--- src/core/dspsel_consts.vh ---
// Purpose: Shared codes and constants of the slice datapath selection logic.
// Assumes: Included by bare name from every design file of the block.
// Notes:   Definitions only.
`ifndef DSPSEL_CONSTS_VH
`define DSPSEL_CONSTS_VH

`define DSPSEL_SEL2_0         2'h0
`define DSPSEL_SEL2_1         2'h1
`define DSPSEL_SEL2_2         2'h2
`define DSPSEL_SEL2_3         2'h3

`define DSPSEL_PRE_ADD        2'h0
`define DSPSEL_PRE_A_MINUS_B  2'h1
`define DSPSEL_PRE_B_MINUS_A  2'h2

`define DSPSEL_MULA_SHIFT     18
`define DSPSEL_ADDB_SHIFT     17
`define DSPSEL_NARROW_CARRY   64
`define DSPSEL_WIDE_CARRY     48
`define DSPSEL_WIDE_LSB       45
`define DSPSEL_ZERO64         64'h0000_0000_0000_0000
`define DSPSEL_ZERO48         48'h0000_0000_0000
`define DSPSEL_ZERO27         27'h000_0000
`define DSPSEL_ZERO13         13'h0000

`endif

--- src/core/dspsel_preadd.v ---
// Purpose: Pre-adder of the slice, add or subtract of two 27-bit operands.
// Assumes: Mode is a static configuration value.
// Notes:   The result wraps at 27 bits; callers limit the input range if needed.
`include "dspsel_consts.vh"
`timescale 1ns/1ps
`default_nettype none

module dspsel_preadd
#(
  parameter [1:0] PREADD_MODE = `DSPSEL_PRE_ADD
)
(
  input  wire [26:0] op_a,
  input  wire [26:0] op_b,
  output reg  [26:0] result
);

  always @*
  begin
    case (PREADD_MODE)
      `DSPSEL_PRE_ADD:       result = op_a + op_b;
      `DSPSEL_PRE_A_MINUS_B: result = op_a - op_b;
      `DSPSEL_PRE_B_MINUS_A: result = op_b - op_a;
      default:               result = `DSPSEL_ZERO27;
    endcase
  end

endmodule

`default_nettype wire

--- src/core/dspsel_top.v ---
// Purpose: Static datapath selection of a cascadable multiply-accumulate slice.
// Assumes: All selection parameters are fixed for the life of a configuration.
// Notes:   One clock; cascade inputs come from neighbouring slices on that clock.
//
// Contract
// - Reverse delay register takes reverse or own forward.
// - Multiplier A operand select, four codes.
// - Multiplier B operand select, four codes.
// - Bypass routes adder A operand to result.
// - Adder A codes 00/01: product, product shifted 18.
// - Adder A codes 10/11: concatenation, cascade input.
// - Adder B: registered result or cascade input.
// - Shift control shifts B right seventeen bits.
// - Carry-in from pin or lower slice carry.
// - Result select 00 gives adder bits 44:0.
// - Result select 01 gives adder bits 63:32.
// - Result select 10 gives reverse result low bits.
// - Narrow mode: flags on own pins, 64-bit carry.
// - Wide mode: flags become result bits 47:45.
// - Wide mode: carry-out from arithmetic bit 48.
// - Forward cascade output: unregistered, registered, passthrough.
// - Pre-adder adds or subtracts 27-bit operands.
`include "dspsel_consts.vh"
`timescale 1ns/1ps
`default_nettype none

module dspsel_top
#(
  parameter [1:0]  PREADD_MODE   = `DSPSEL_PRE_ADD,
  parameter [1:0]  SEL_FWD_PRE   = `DSPSEL_SEL2_2,
  parameter [1:0]  SEL_REV_PRE   = `DSPSEL_SEL2_2,
  parameter        SEL_REVI_CASC = 1'b0,
  parameter [1:0]  SEL_MULT_A    = `DSPSEL_SEL2_0,
  parameter [1:0]  SEL_MULT_B    = `DSPSEL_SEL2_0,
  parameter        ADDSUB_BYPASS = 1'b0,
  parameter [1:0]  SEL_ADDSUB_A  = `DSPSEL_SEL2_0,
  parameter        SEL_ADDSUB_B  = 1'b0,
  parameter        SEL_CIN       = 1'b0,
  parameter [1:0]  SEL_DOUT      = `DSPSEL_SEL2_0,
  parameter        SEL_48_DOUT   = 1'b0,
  parameter [1:0]  SEL_FWDO_DOUT = `DSPSEL_SEL2_1,
  parameter [63:0] MATCH_PATTERN = `DSPSEL_ZERO64
)
(
  input  wire        ref_clk,
  input  wire        rst,
  input  wire [17:0] a,
  input  wire [26:0] b,
  input  wire [2:0]  reg_addr,
  input  wire [26:0] regfile_dout,
  input  wire [26:0] fwdi_casc,
  input  wire [26:0] revi_casc,
  input  wire [63:0] fwdi_dout,
  input  wire        fwdi_cin,
  input  wire [31:0] revi_dout,
  input  wire        cin,
  input  wire        sub,
  input  wire        mshift,
  output reg  [47:0] dout,
  output reg         over_pos,
  output reg         over_neg,
  output reg         match,
  output reg         cout,
  output reg  [26:0] fwdo_casc,
  output reg  [26:0] revo_casc,
  output reg  [63:0] fwdo_dout,
  output reg  [63:0] result_reg
);

  // Sum of two 64-bit words and a carry, with the carry out on top.
  function [64:0] add65;
    input [63:0] x;
    input [63:0] y;
    input        c;
    begin
      add65 = {1'b0, x} + {1'b0, y} + {64'h0000_0000_0000_0000, c};
    end
  endfunction

  // Carry out of the low 48 bits of the same sum.
  function carry48;
    input [63:0] x;
    input [63:0] y;
    input        c;
    reg   [48:0] s;
    begin
      s = {1'b0, x[47:0]} + {1'b0, y[47:0]} + {48'h0000_0000_0000, c};
      carry48 = s[`DSPSEL_WIDE_CARRY];
    end
  endfunction

  reg  [26:0] pre_op_a;
  reg  [26:0] pre_op_b;
  wire [26:0] pre_out;
  reg  [18:0] mult_a;
  reg  [26:0] mult_b;
  wire [45:0] product;
  wire [63:0] product_ext;
  wire [47:0] concat_abr;
  reg  [63:0] addsub_a;
  reg  [63:0] addsub_b_sel;
  reg  [63:0] addsub_b;
  reg  [63:0] addsub_b_op;
  reg         carry_in;
  wire [64:0] sum65;
  reg  [63:0] addsub_res;
  wire        carry_full;
  wire        carry_wide;
  wire        ovf_pos;
  wire        ovf_neg;
  wire        pat_match;
  reg  [47:0] next_dout;
  reg         next_over_pos;
  reg         next_over_neg;
  reg         next_match;
  reg         next_cout;

  always @*
  begin
    case (SEL_REV_PRE)
      `DSPSEL_SEL2_1: pre_op_a = revi_casc;
      `DSPSEL_SEL2_2: pre_op_a = {{9{a[17]}}, a};
      default:        pre_op_a = `DSPSEL_ZERO27;
    endcase
  end

  always @*
  begin
    case (SEL_FWD_PRE)
      `DSPSEL_SEL2_1: pre_op_b = fwdi_casc;
      `DSPSEL_SEL2_2: pre_op_b = b;
      default:        pre_op_b = `DSPSEL_ZERO27;
    endcase
  end

  dspsel_preadd
  #(
    .PREADD_MODE (PREADD_MODE)
  )
  u_preadd
  (
    .op_a   (pre_op_a),
    .op_b   (pre_op_b),
    .result (pre_out)
  );

  // Static multiplexers; the parameters never move at run time.
  always @*
  begin
    case (SEL_MULT_A)
      `DSPSEL_SEL2_0: mult_a = {a[17], a};
      `DSPSEL_SEL2_1: mult_a = pre_out[18:0];
      `DSPSEL_SEL2_2: mult_a = regfile_dout[18:0];
      default:        mult_a = {1'b0, a};
    endcase
  end

  always @*
  begin
    case (SEL_MULT_B)
      `DSPSEL_SEL2_0: mult_b = b;
      `DSPSEL_SEL2_1: mult_b = fwdi_casc;
      `DSPSEL_SEL2_2: mult_b = pre_out;
      default:        mult_b = regfile_dout;
    endcase
  end

  assign product     = $signed(mult_a) * $signed(mult_b);
  assign product_ext = {{18{product[45]}}, product};
  assign concat_abr  = {reg_addr, a, b};

  always @*
  begin
    case (SEL_ADDSUB_A)
      `DSPSEL_SEL2_0: addsub_a = product_ext;
      `DSPSEL_SEL2_1: addsub_a = product_ext << `DSPSEL_MULA_SHIFT;
      `DSPSEL_SEL2_2: addsub_a = {{16{concat_abr[47]}}, concat_abr};
      default:        addsub_a = fwdi_dout;
    endcase
  end

  always @*
  begin
    if (SEL_ADDSUB_B)
      addsub_b_sel = fwdi_dout;
    else
      addsub_b_sel = result_reg;
  end

  // The shift stands alone so that it stays signed; inside a mixed mux it would fill with zeros.
  always @*
  begin
    if (mshift)
      addsub_b = $signed(addsub_b_sel) >>> `DSPSEL_ADDB_SHIFT;
    else
      addsub_b = addsub_b_sel;
  end

  always @*
  begin
    if (sub)
      addsub_b_op = ~addsub_b;
    else
      addsub_b_op = addsub_b;
  end

  always @*
  begin
    if (SEL_CIN)
      carry_in = fwdi_cin;
    else
      carry_in = cin;
  end

  // Subtraction is A plus inverted B plus carry; a carry of one gives A minus B.
  assign sum65       = add65(addsub_a, addsub_b_op, carry_in);
  assign carry_full  = sum65[`DSPSEL_NARROW_CARRY];
  assign carry_wide  = carry48(addsub_a, addsub_b_op, carry_in);

  always @*
  begin
    if (ADDSUB_BYPASS)
      addsub_res = addsub_a;
    else
      addsub_res = sum65[63:0];
  end

  assign ovf_pos   = ~ADDSUB_BYPASS & ~addsub_a[63] & ~addsub_b_op[63] & sum65[63];
  assign ovf_neg   = ~ADDSUB_BYPASS & addsub_a[63] & addsub_b_op[63] & ~sum65[63];
  assign pat_match = (addsub_res == MATCH_PATTERN);

  always @*
  begin
    case (SEL_DOUT)
      `DSPSEL_SEL2_0: next_dout = {3'h0, addsub_res[44:0]};
      `DSPSEL_SEL2_1: next_dout = {3'h0, `DSPSEL_ZERO13, addsub_res[63:32]};
      `DSPSEL_SEL2_2: next_dout = {3'h0, `DSPSEL_ZERO13, revi_dout};
      default:        next_dout = `DSPSEL_ZERO48;
    endcase
    if (SEL_48_DOUT)
    begin
      next_dout[`DSPSEL_WIDE_LSB + 2] = ovf_pos;
      next_dout[`DSPSEL_WIDE_LSB + 1] = ovf_neg;
      next_dout[`DSPSEL_WIDE_LSB]     = pat_match;
      next_over_pos = 1'b0;
      next_over_neg = 1'b0;
      next_match    = 1'b0;
      next_cout     = carry_wide;
    end
    else
    begin
      next_over_pos = ovf_pos;
      next_over_neg = ovf_neg;
      next_match    = pat_match;
      next_cout     = carry_full;
    end
  end

  always @*
  begin
    case (SEL_FWDO_DOUT)
      `DSPSEL_SEL2_0: fwdo_dout = addsub_res;
      `DSPSEL_SEL2_1: fwdo_dout = result_reg;
      `DSPSEL_SEL2_2: fwdo_dout = fwdi_dout;
      default:        fwdo_dout = `DSPSEL_ZERO64;
    endcase
  end

  always @(posedge ref_clk or posedge rst)
  begin
    if (rst)
    begin
      dout       <= `DSPSEL_ZERO48;
      over_pos   <= 1'b0;
      over_neg   <= 1'b0;
      match      <= 1'b0;
      cout       <= 1'b0;
      result_reg <= `DSPSEL_ZERO64;
    end
    else
    begin
      dout       <= next_dout;
      over_pos   <= next_over_pos;
      over_neg   <= next_over_neg;
      match      <= next_match;
      cout       <= next_cout;
      result_reg <= addsub_res;
    end
  end

  // Cascade registers sit apart from the adder path and load on every edge.
  always @(posedge ref_clk or posedge rst)
  begin
    if (rst)
    begin
      fwdo_casc <= `DSPSEL_ZERO27;
      revo_casc <= `DSPSEL_ZERO27;
    end
    else
    begin
      fwdo_casc <= mult_b;
      // Loop-back is chosen by the configurer for a symmetric middle stage.
      revo_casc <= SEL_REVI_CASC ? fwdo_casc : revi_casc;
    end
  end

endmodule

`default_nettype wire

--- config.mk ---
export PLATFORM = sky130hd
export DESIGN_NAME = dspsel_top
export DESIGN_NICKNAME = d
export VERILOG_FILES = /design/src/core/dspsel_preadd.v /design/src/core/dspsel_top.v
export VERILOG_INCLUDE_DIRS = /design/src /design/src/core
export SDC_FILE = /design/constraint.sdc
export NUM_CORES = 2
export LEC_CHECK = 0
export ABC_AREA = 1
export BUFFER_PORTS_ARGS = -buffer_cell sky130_fd_sc_hd__buf_2
export CAP_MARGIN = 25
export CORE_MARGIN = 4
export CORE_UTILIZATION = 44
export CTS_CLUSTER_DIAMETER = 50
export DETAILED_ROUTE_END_ITERATION = 8
export GPL_TIMING_DRIVEN = 0
export PLACE_DENSITY = 0.72
export SLEW_MARGIN = 20
export SYNTH_ARGS = -nofsm -noshare
export SYNTH_HDL_FRONTEND = slang
export SYNTH_HIERARCHICAL = 1
export SYNTH_SLANG_ARGS = --single-unit
export TNS_END_PERCENT = 100
--- constraint.sdc ---
create_clock -name ref_clk -period 5.05 [get_ports ref_clk]
set_clock_uncertainty 0.05 [all_clocks]
set_input_delay 1.2625 -clock ref_clk [delete_from_list [all_inputs] [get_ports ref_clk]]
set_output_delay 1.2625 -clock ref_clk [all_outputs]
set_load 0.02 [all_outputs]
**Word level (Yosys, flattened, before mapping)**

Cells that the tools add are included.

- Bits in latches: 0
- Output and inout bits: 234
- Bits in writable memories: 0
- Bits in registers: 167
- Memories: 0
- Logic and storage cells: 22
- Bits in read-only memories: 0

- Reduce and logical (&&, ||, !) cells: 1
- Magnitude comparators: 0
- Multiplexer cells: 2
- Shifts and indexed selects: 0
- $add $sub $neg: 2
- Bitwise logic cells: 8
- Multiply operators: 1
- Divide/modulo/power cells: 0
- Eq/ne operators: 0

Operators with widths:

| kind | count |
|---|---|
| $add 64x64->65 | 1 |
| $add 65x1->65 | 1 |
| $logic_not 64->1 | 1 |
| $mux 64 | 1 |
| $not 64->64 | 1 |
| $mux 63 | 1 |
| $mul 18x27->45 | 1 |
| $and 1x1->1 | 4 |
| $not 1->1 | 3 |

**Longest topological paths before layout**

- Depth after elaboration: 7
- Mapped depth: 55

**Worst setup path after synthesis**

Ideal clock, no wire load.

- Kind: input to register
- From: input b[7]
- To: register match
- Data required time: 4.928 ns
- Slack: -4.190 ns
- Setup time: 0.072 ns
- Data arrival time: 9.118 ns
- Buffers on the path: 2
- Cell stages on the path: 45
- Path through: clkbuf_1 > clkbuf_1 > nand2_1 > fa_1 > inv_1 > fa_1 > inv_1 > fa_1 > inv_1 > fa_1 > fa_1 > inv_1 > fa_1 > inv_1 > ha_1 > a21oi_1 > o21ai_0 > nand2_1 > (+9 left out) > xor2_1 > ha_1 > a21oi_1 > inv_1 > a21oi_1 > o21bai_1 > a31oi_1 > nand3_1 > nand4_1 > nand3_1 > nand2_1 > nand2_1 > nand3_1 > nand2_1 > xor2_2 > nor2_1 > nand3_1 > nor2_1

- Longest elaborated chain between the ends: 4

RTL lines:

| what | RTL line | text |
|---|---|---|
| start: declaration | dspsel_top.v:48 | `input wire [26:0] b,` |
| $mul 18x27->45 | dspsel_top.v:168 | `assign product = $signed(mult_a) * $signed(mult_b);` |
| $add 64x64->65 | dspsel_top.v:76 | `add65 = {1'b0, x} + {1'b0, y} + {64'h0000_0000_0000_0000, c};` |
| $add 65x1->65 | dspsel_top.v:76 |  |
| via sum65[62] | dspsel_top.v:105 | `wire [64:0] sum65;` |
| $logic_not 64->1 | dspsel_top.v:230 | `assign pat_match = (addsub_res == MATCH_PATTERN);` |
| via next_match | dspsel_top.v:115 | `reg next_match;` |
| end signal: assignment | dspsel_top.v:285 | `match <= next_match;` |
| end: declaration | dspsel_top.v:62 | `output reg match,` |

The timed path passes the listed nets, and every way through them passes these cells.

**Worst setup path after layout**

- From: input a[6]
- To: register match

- Longest elaborated chain between the ends: 4

RTL lines:

| what | RTL line | text |
|---|---|---|
| start: declaration | dspsel_top.v:47 | `input wire [17:0] a,` |
| $mul 18x27->45 | dspsel_top.v:168 |  |
| $add 64x64->65 | dspsel_top.v:76 |  |
| $add 65x1->65 | dspsel_top.v:76 |  |
| via sum65[42] | dspsel_top.v:105 |  |
| $logic_not 64->1 | dspsel_top.v:230 |  |
| via next_match | dspsel_top.v:115 |  |

The timed path passes the listed nets, and every way through them passes these cells.

==> impl_metrics.toml <==
[clock_network]
cts.hold.buffers_added = 0
clk_latency_worst_skew_pair_ns = 0.49
cts.path.max_buffers = 2
cts.sinks = 122
cts-htree-levels = 4
tritoncts.num_buffers = 17
clkSlewWorstSetupHoldPaths_ns = 0.07
cts_tree = "done"
root_buffer = "sky130_fd_sc_hd__clkbuf_16"

[place]
port_buffers = 288
place_area_mm2 = 0.0309
gp_routability_congestion = 0.966
dp.final_hpwl_um = 70000

[layout]
finalNetCount = 4885
drive_gt1_frac = 0.314
final_design_area_no_fill_mm2 = 0.0359
synth_to_final_area_change_pct = 31.5
n_antenna_cell = 0

[yosys]
synth.yosys.warnings = 6
synth_seq_area_share = 0.112
syn_avg_cell_area_um2 = 7.70
total_standard_cell_area_after_synthesis_mm2 = 0.0273
synth.distinct_cells = 51
number_of_synthesized_register_bits = 122
dominantRegCellSynth = "sky130_fd_sc_hd__dfrtp_1"
synth_enable_flop_cells = 0
ys_async_sr_fraction = 1.00
synth_cells = 3540

[sta]
max_clock_freq_mhz = 110
report.final.slew_viol_count = 0
finalCriticalPeriod_ns = 9.06
totalNegativeSetupSlack_ns = -168.29
finalHoldViolations = 0
slew_worst_pin_ns = 0.789
grt_setup_unrepaired = "yes"
worst_slew_margin_rel = 0.474
finalSetupViolCount = 62
timing.final.ws_setup_ns = -4.01
final_min_period_over_clock_period = 1.79

[floorplan]
die_h_um = 257
initial_core_util = 0.448
floorplan.die.width_um = 257
boundaryPins = 465
die_area_mm2 = 0.0660
floorplan.core_area_mm2 = 0.0608
placement_rows = 90

[worst_hold_path]
hold_depth = 2
holdPathEnd = "over_pos$_DFF_PP0_"
worstHoldStart = "fwdo_dout[63]$_DFF_PP0_"
hold_path.class = "flop to flop"

[outcome]
violations = "negative setup slack"
status = "finished, violations left"

[detailed_routing]
drt-total-wl_um = 91800
drt_initial_violations = 2144
drt-vias-per-instance = 5.18
detail_route.drc_violations = 0
route.antenna.remaining_nets = 0
dr_total_vias = 24900
drt_pre_antenna_iters = 6
post_drt_wl_per_cell_um = 19.1

[worst_setup_path]
worstReg2RegEnd = "match$_DFF_PP0_"
r2r_slack_ns = 0.84
crit_type = "input port to flop"
worst-path-buf-inv = 11
cp_slowest_stage_delay_ns = 0.59
crit_path_end_kind = "flop"
critical_path.max_fanout = 5
crit_path_start_kind = "input port"
regToRegStartpoint = "fwdo_dout[17]$_DFF_PP0_"
worst-path-stages = 47
worst_r2r_path_depth = 26
cell_family_with_the_largest_share_of_critical_path_delay = "adder cells"
worstPathRequired_ns = 5.42
crit_path_dat_ns = 9.43
timing.critical_path.mode_cell = "sky130_fd_sc_hd__inv_1"
worst_path_max_delay_cell = "sky130_fd_sc_hd__fa_1"

[grt]
grt_util_met2 = 0.461
most_used_routing_layer_in_global_routing = "met2"
grt_first_pass_wirelength_um = 137000
met3_usage = 0.0564
grt_max_degree = 96
global_route_total_overflow = 0
grt_pass1_vias = 25400
grt_antenna_before_repair = 2
grtUsageMet1 = 0.331
global_route.usage.total = 0.267

[run]
max_cap_viol_count = 0
## worst max-delay path by stage
stage / to / startpoint
final: match$_DFF_PP0_ / a[6]
after global routing: match$_DFF_PP0_ / a[6]
after CTS: match$_DFF_PP0_ / a[6]
after detailed placement: match$_DFF_PP0_ / a[17]
after global placement: match$_DFF_PP0_ / a[17]
after floorplan: match$_DFF_PP0_ / a[6]
## worst reg2reg max path, stage by stage, from the launching register on
cell and delay, ns:
sky130_fd_sc_hd__dfrtp_1 0.41, sky130_fd_sc_hd__inv_1 0.07, sky130_fd_sc_hd__nand2_1 0.09, sky130_fd_sc_hd__o21ai_0 0.12
sky130_fd_sc_hd__xor2_1 0.19, sky130_fd_sc_hd__fa_1 0.38, sky130_fd_sc_hd__inv_1 0.13, sky130_fd_sc_hd__fa_1 0.23
sky130_fd_sc_hd__nor2_1 0.07, sky130_fd_sc_hd__nand2_1 0.09, sky130_fd_sc_hd__nand3_2 0.13, sky130_fd_sc_hd__a21oi_4 0.24
sky130_fd_sc_hd__inv_2 0.08, sky130_fd_sc_hd__buf_4 0.15, sky130_fd_sc_hd__nand2_1 0.10, sky130_fd_sc_hd__nand2_2 0.09
sky130_fd_sc_hd__xnor2_2 0.22, sky130_fd_sc_hd__nand2_1 0.10, sky130_fd_sc_hd__nor2_1 0.11, sky130_fd_sc_hd__nand4_1 0.17
sky130_fd_sc_hd__nor2_1 0.16, sky130_fd_sc_hd__nand4_1 0.13, sky130_fd_sc_hd__nor2_2 0.14, sky130_fd_sc_hd__nand4_1 0.14
sky130_fd_sc_hd__nor2_2 0.16, sky130_fd_sc_hd__nand3_1 0.08, sky130_fd_sc_hd__nor2_1 0.11
## cell usage in the layout, fill, tap and decap left out, drive strengths merged, types with 38 or more instances in the layout
| cell type | n |
|---|---|
| a21oi | 117 |
| dfrtp | 122 |
| nor2 | 165 |
| inv | 958 |
| o21ai | 111 |
| buf | 599 |
| fa | 475 |
| nand3 | 72 |
| clkbuf | 108 |
| ha | 169 |
| nand2 | 848 |
| xor2 | 110 |
| xnor2 | 38 |
## per-layer routing
| metal | wire, µm | up-vias | share of wire |
|---|---|---|---|
| met4 | 4300 | 4 | 0.047 |
| met3 | 8050 | 267 | 0.088 |
| met5 | 18 | - | 0.00020 |
| met2 | 45200 | 1172 | 0.49 |
| met1 | 34200 | 12400 | 0.37 |
| li1 | - | 11100 | - |
## state kept, by name, indices dropped and copies added, names as in the netlist
signal / count
cout: 1
fwdo_casc: 27
fwdo_dout: 64
match: 1
over_neg: 1
over_pos: 1
revo_casc: 27
## cells in the mapped netlist, types with 3 or more instances
| cell | number | area (µm²) |
|---|---|---|
| sky130_fd_sc_hd__or2_2 | 7 | 43.8 |
| sky130_fd_sc_hd__a31oi_1 | 24 | 150 |
| sky130_fd_sc_hd__o21ai_0 | 104 | 521 |
| sky130_fd_sc_hd__nand3_2 | 10 | 100 |
| sky130_fd_sc_hd__buf_4 | 112 | 841 |
| sky130_fd_sc_hd__nor3_1 | 7 | 35.0 |
| sky130_fd_sc_hd__nor2_2 | 10 | 62.6 |
| sky130_fd_sc_hd__nor4_1 | 3 | 18.8 |
| sky130_fd_sc_hd__a21oi_2 | 4 | 35.0 |
| sky130_fd_sc_hd__nand4_1 | 21 | 131 |
| sky130_fd_sc_hd__dfrtp_1 | 122 | 3050 |
| sky130_fd_sc_hd__buf_1 | 9 | 33.8 |
| sky130_fd_sc_hd__a21o_1 | 9 | 67.6 |
| sky130_fd_sc_hd__o21bai_1 | 9 | 67.6 |
| sky130_fd_sc_hd__xor2_1 | 109 | 955 |
| sky130_fd_sc_hd__fa_1 | 475 | 9510 |
| sky130_fd_sc_hd__nand2_2 | 18 | 113 |
| sky130_fd_sc_hd__nand3_1 | 60 | 300 |
| sky130_fd_sc_hd__xnor2_1 | 38 | 333 |
| sky130_fd_sc_hd__a21boi_0 | 4 | 30.0 |
| sky130_fd_sc_hd__clkbuf_1 | 116 | 435 |
| sky130_fd_sc_hd__ha_1 | 169 | 2110 |
| sky130_fd_sc_hd__o211ai_1 | 4 | 30.0 |
| sky130_fd_sc_hd__inv_2 | 13 | 48.8 |
| sky130_fd_sc_hd__o21a_1 | 3 | 22.5 |
| sky130_fd_sc_hd__nand3b_1 | 6 | 45.0 |
| sky130_fd_sc_hd__nand2_1 | 828 | 3110 |
| sky130_fd_sc_hd__mux2i_1 | 10 | 100 |
| sky130_fd_sc_hd__inv_1 | 937 | 3520 |
| sky130_fd_sc_hd__a21oi_1 | 113 | 566 |
| sky130_fd_sc_hd__nor2_1 | 151 | 567 |
| sky130_fd_sc_hd__o21ai_1 | 5 | 25.0 |
| sky130_fd_sc_hd__nor2_4 | 4 | 45.0 |
## logic make-up (layout without fill, tap and decap cells)
| kind of cell | after synthesis | in the layout | share of synthesized area |
|---|---|---|---|
| mux | 10 | 10 | 0.00367 |
| buf+inv | 1193 | 1674 | 0.180 |
| compound gates | 291 | 291 | 0.0595 |
| other cells | 1 | 3 | 0.000138 |
| flops | 122 | 122 | 0.112 |
| fa+ha+maj | 644 | 644 | 0.426 |
| simple gates | 1131 | 1131 | 0.170 |
| xor+xnor | 148 | 148 | 0.0478 |
## repair_timing
item / CTS / global route
gates resized for setup: 325 / 376
hold endpoints to repair: 0 / 0
endpoints found under the setup margin: 62 / 62
setup buffers: 109 / 70
cloned: 3 / 4
pin swaps: 128 / 147
## per-stage QoR
stage,utilization,cells,hold WS (ns),setup slack [ns]
finish,0.590,4805,0.654,-4.01
global route,0.590,4805,0.666,-4.24
CTS,0.557,4741,0.631,-3.75
detailed placement,0.507,4613,0.614,-5.41
global placement,0.507,4612,0.610,-5.36
floorplan,-,3542,0.669,-3.44
## final cells by class
cell class | count | area [µm²]
multi-input combinational | 2227 | 22000
inverter | 952 | 3600
tap | 782 | 978
sequential | 122 | 3050
fill | 5203 | 24900
clock inverter | 15 | 148
buffer | 221 | 2560
timing repair buffer | 469 | 3090
clock buffer | 17 | 425
Power is not shown: default switching activity piles up to over one toggle a cycle in this logic, so the estimate is an artifact.
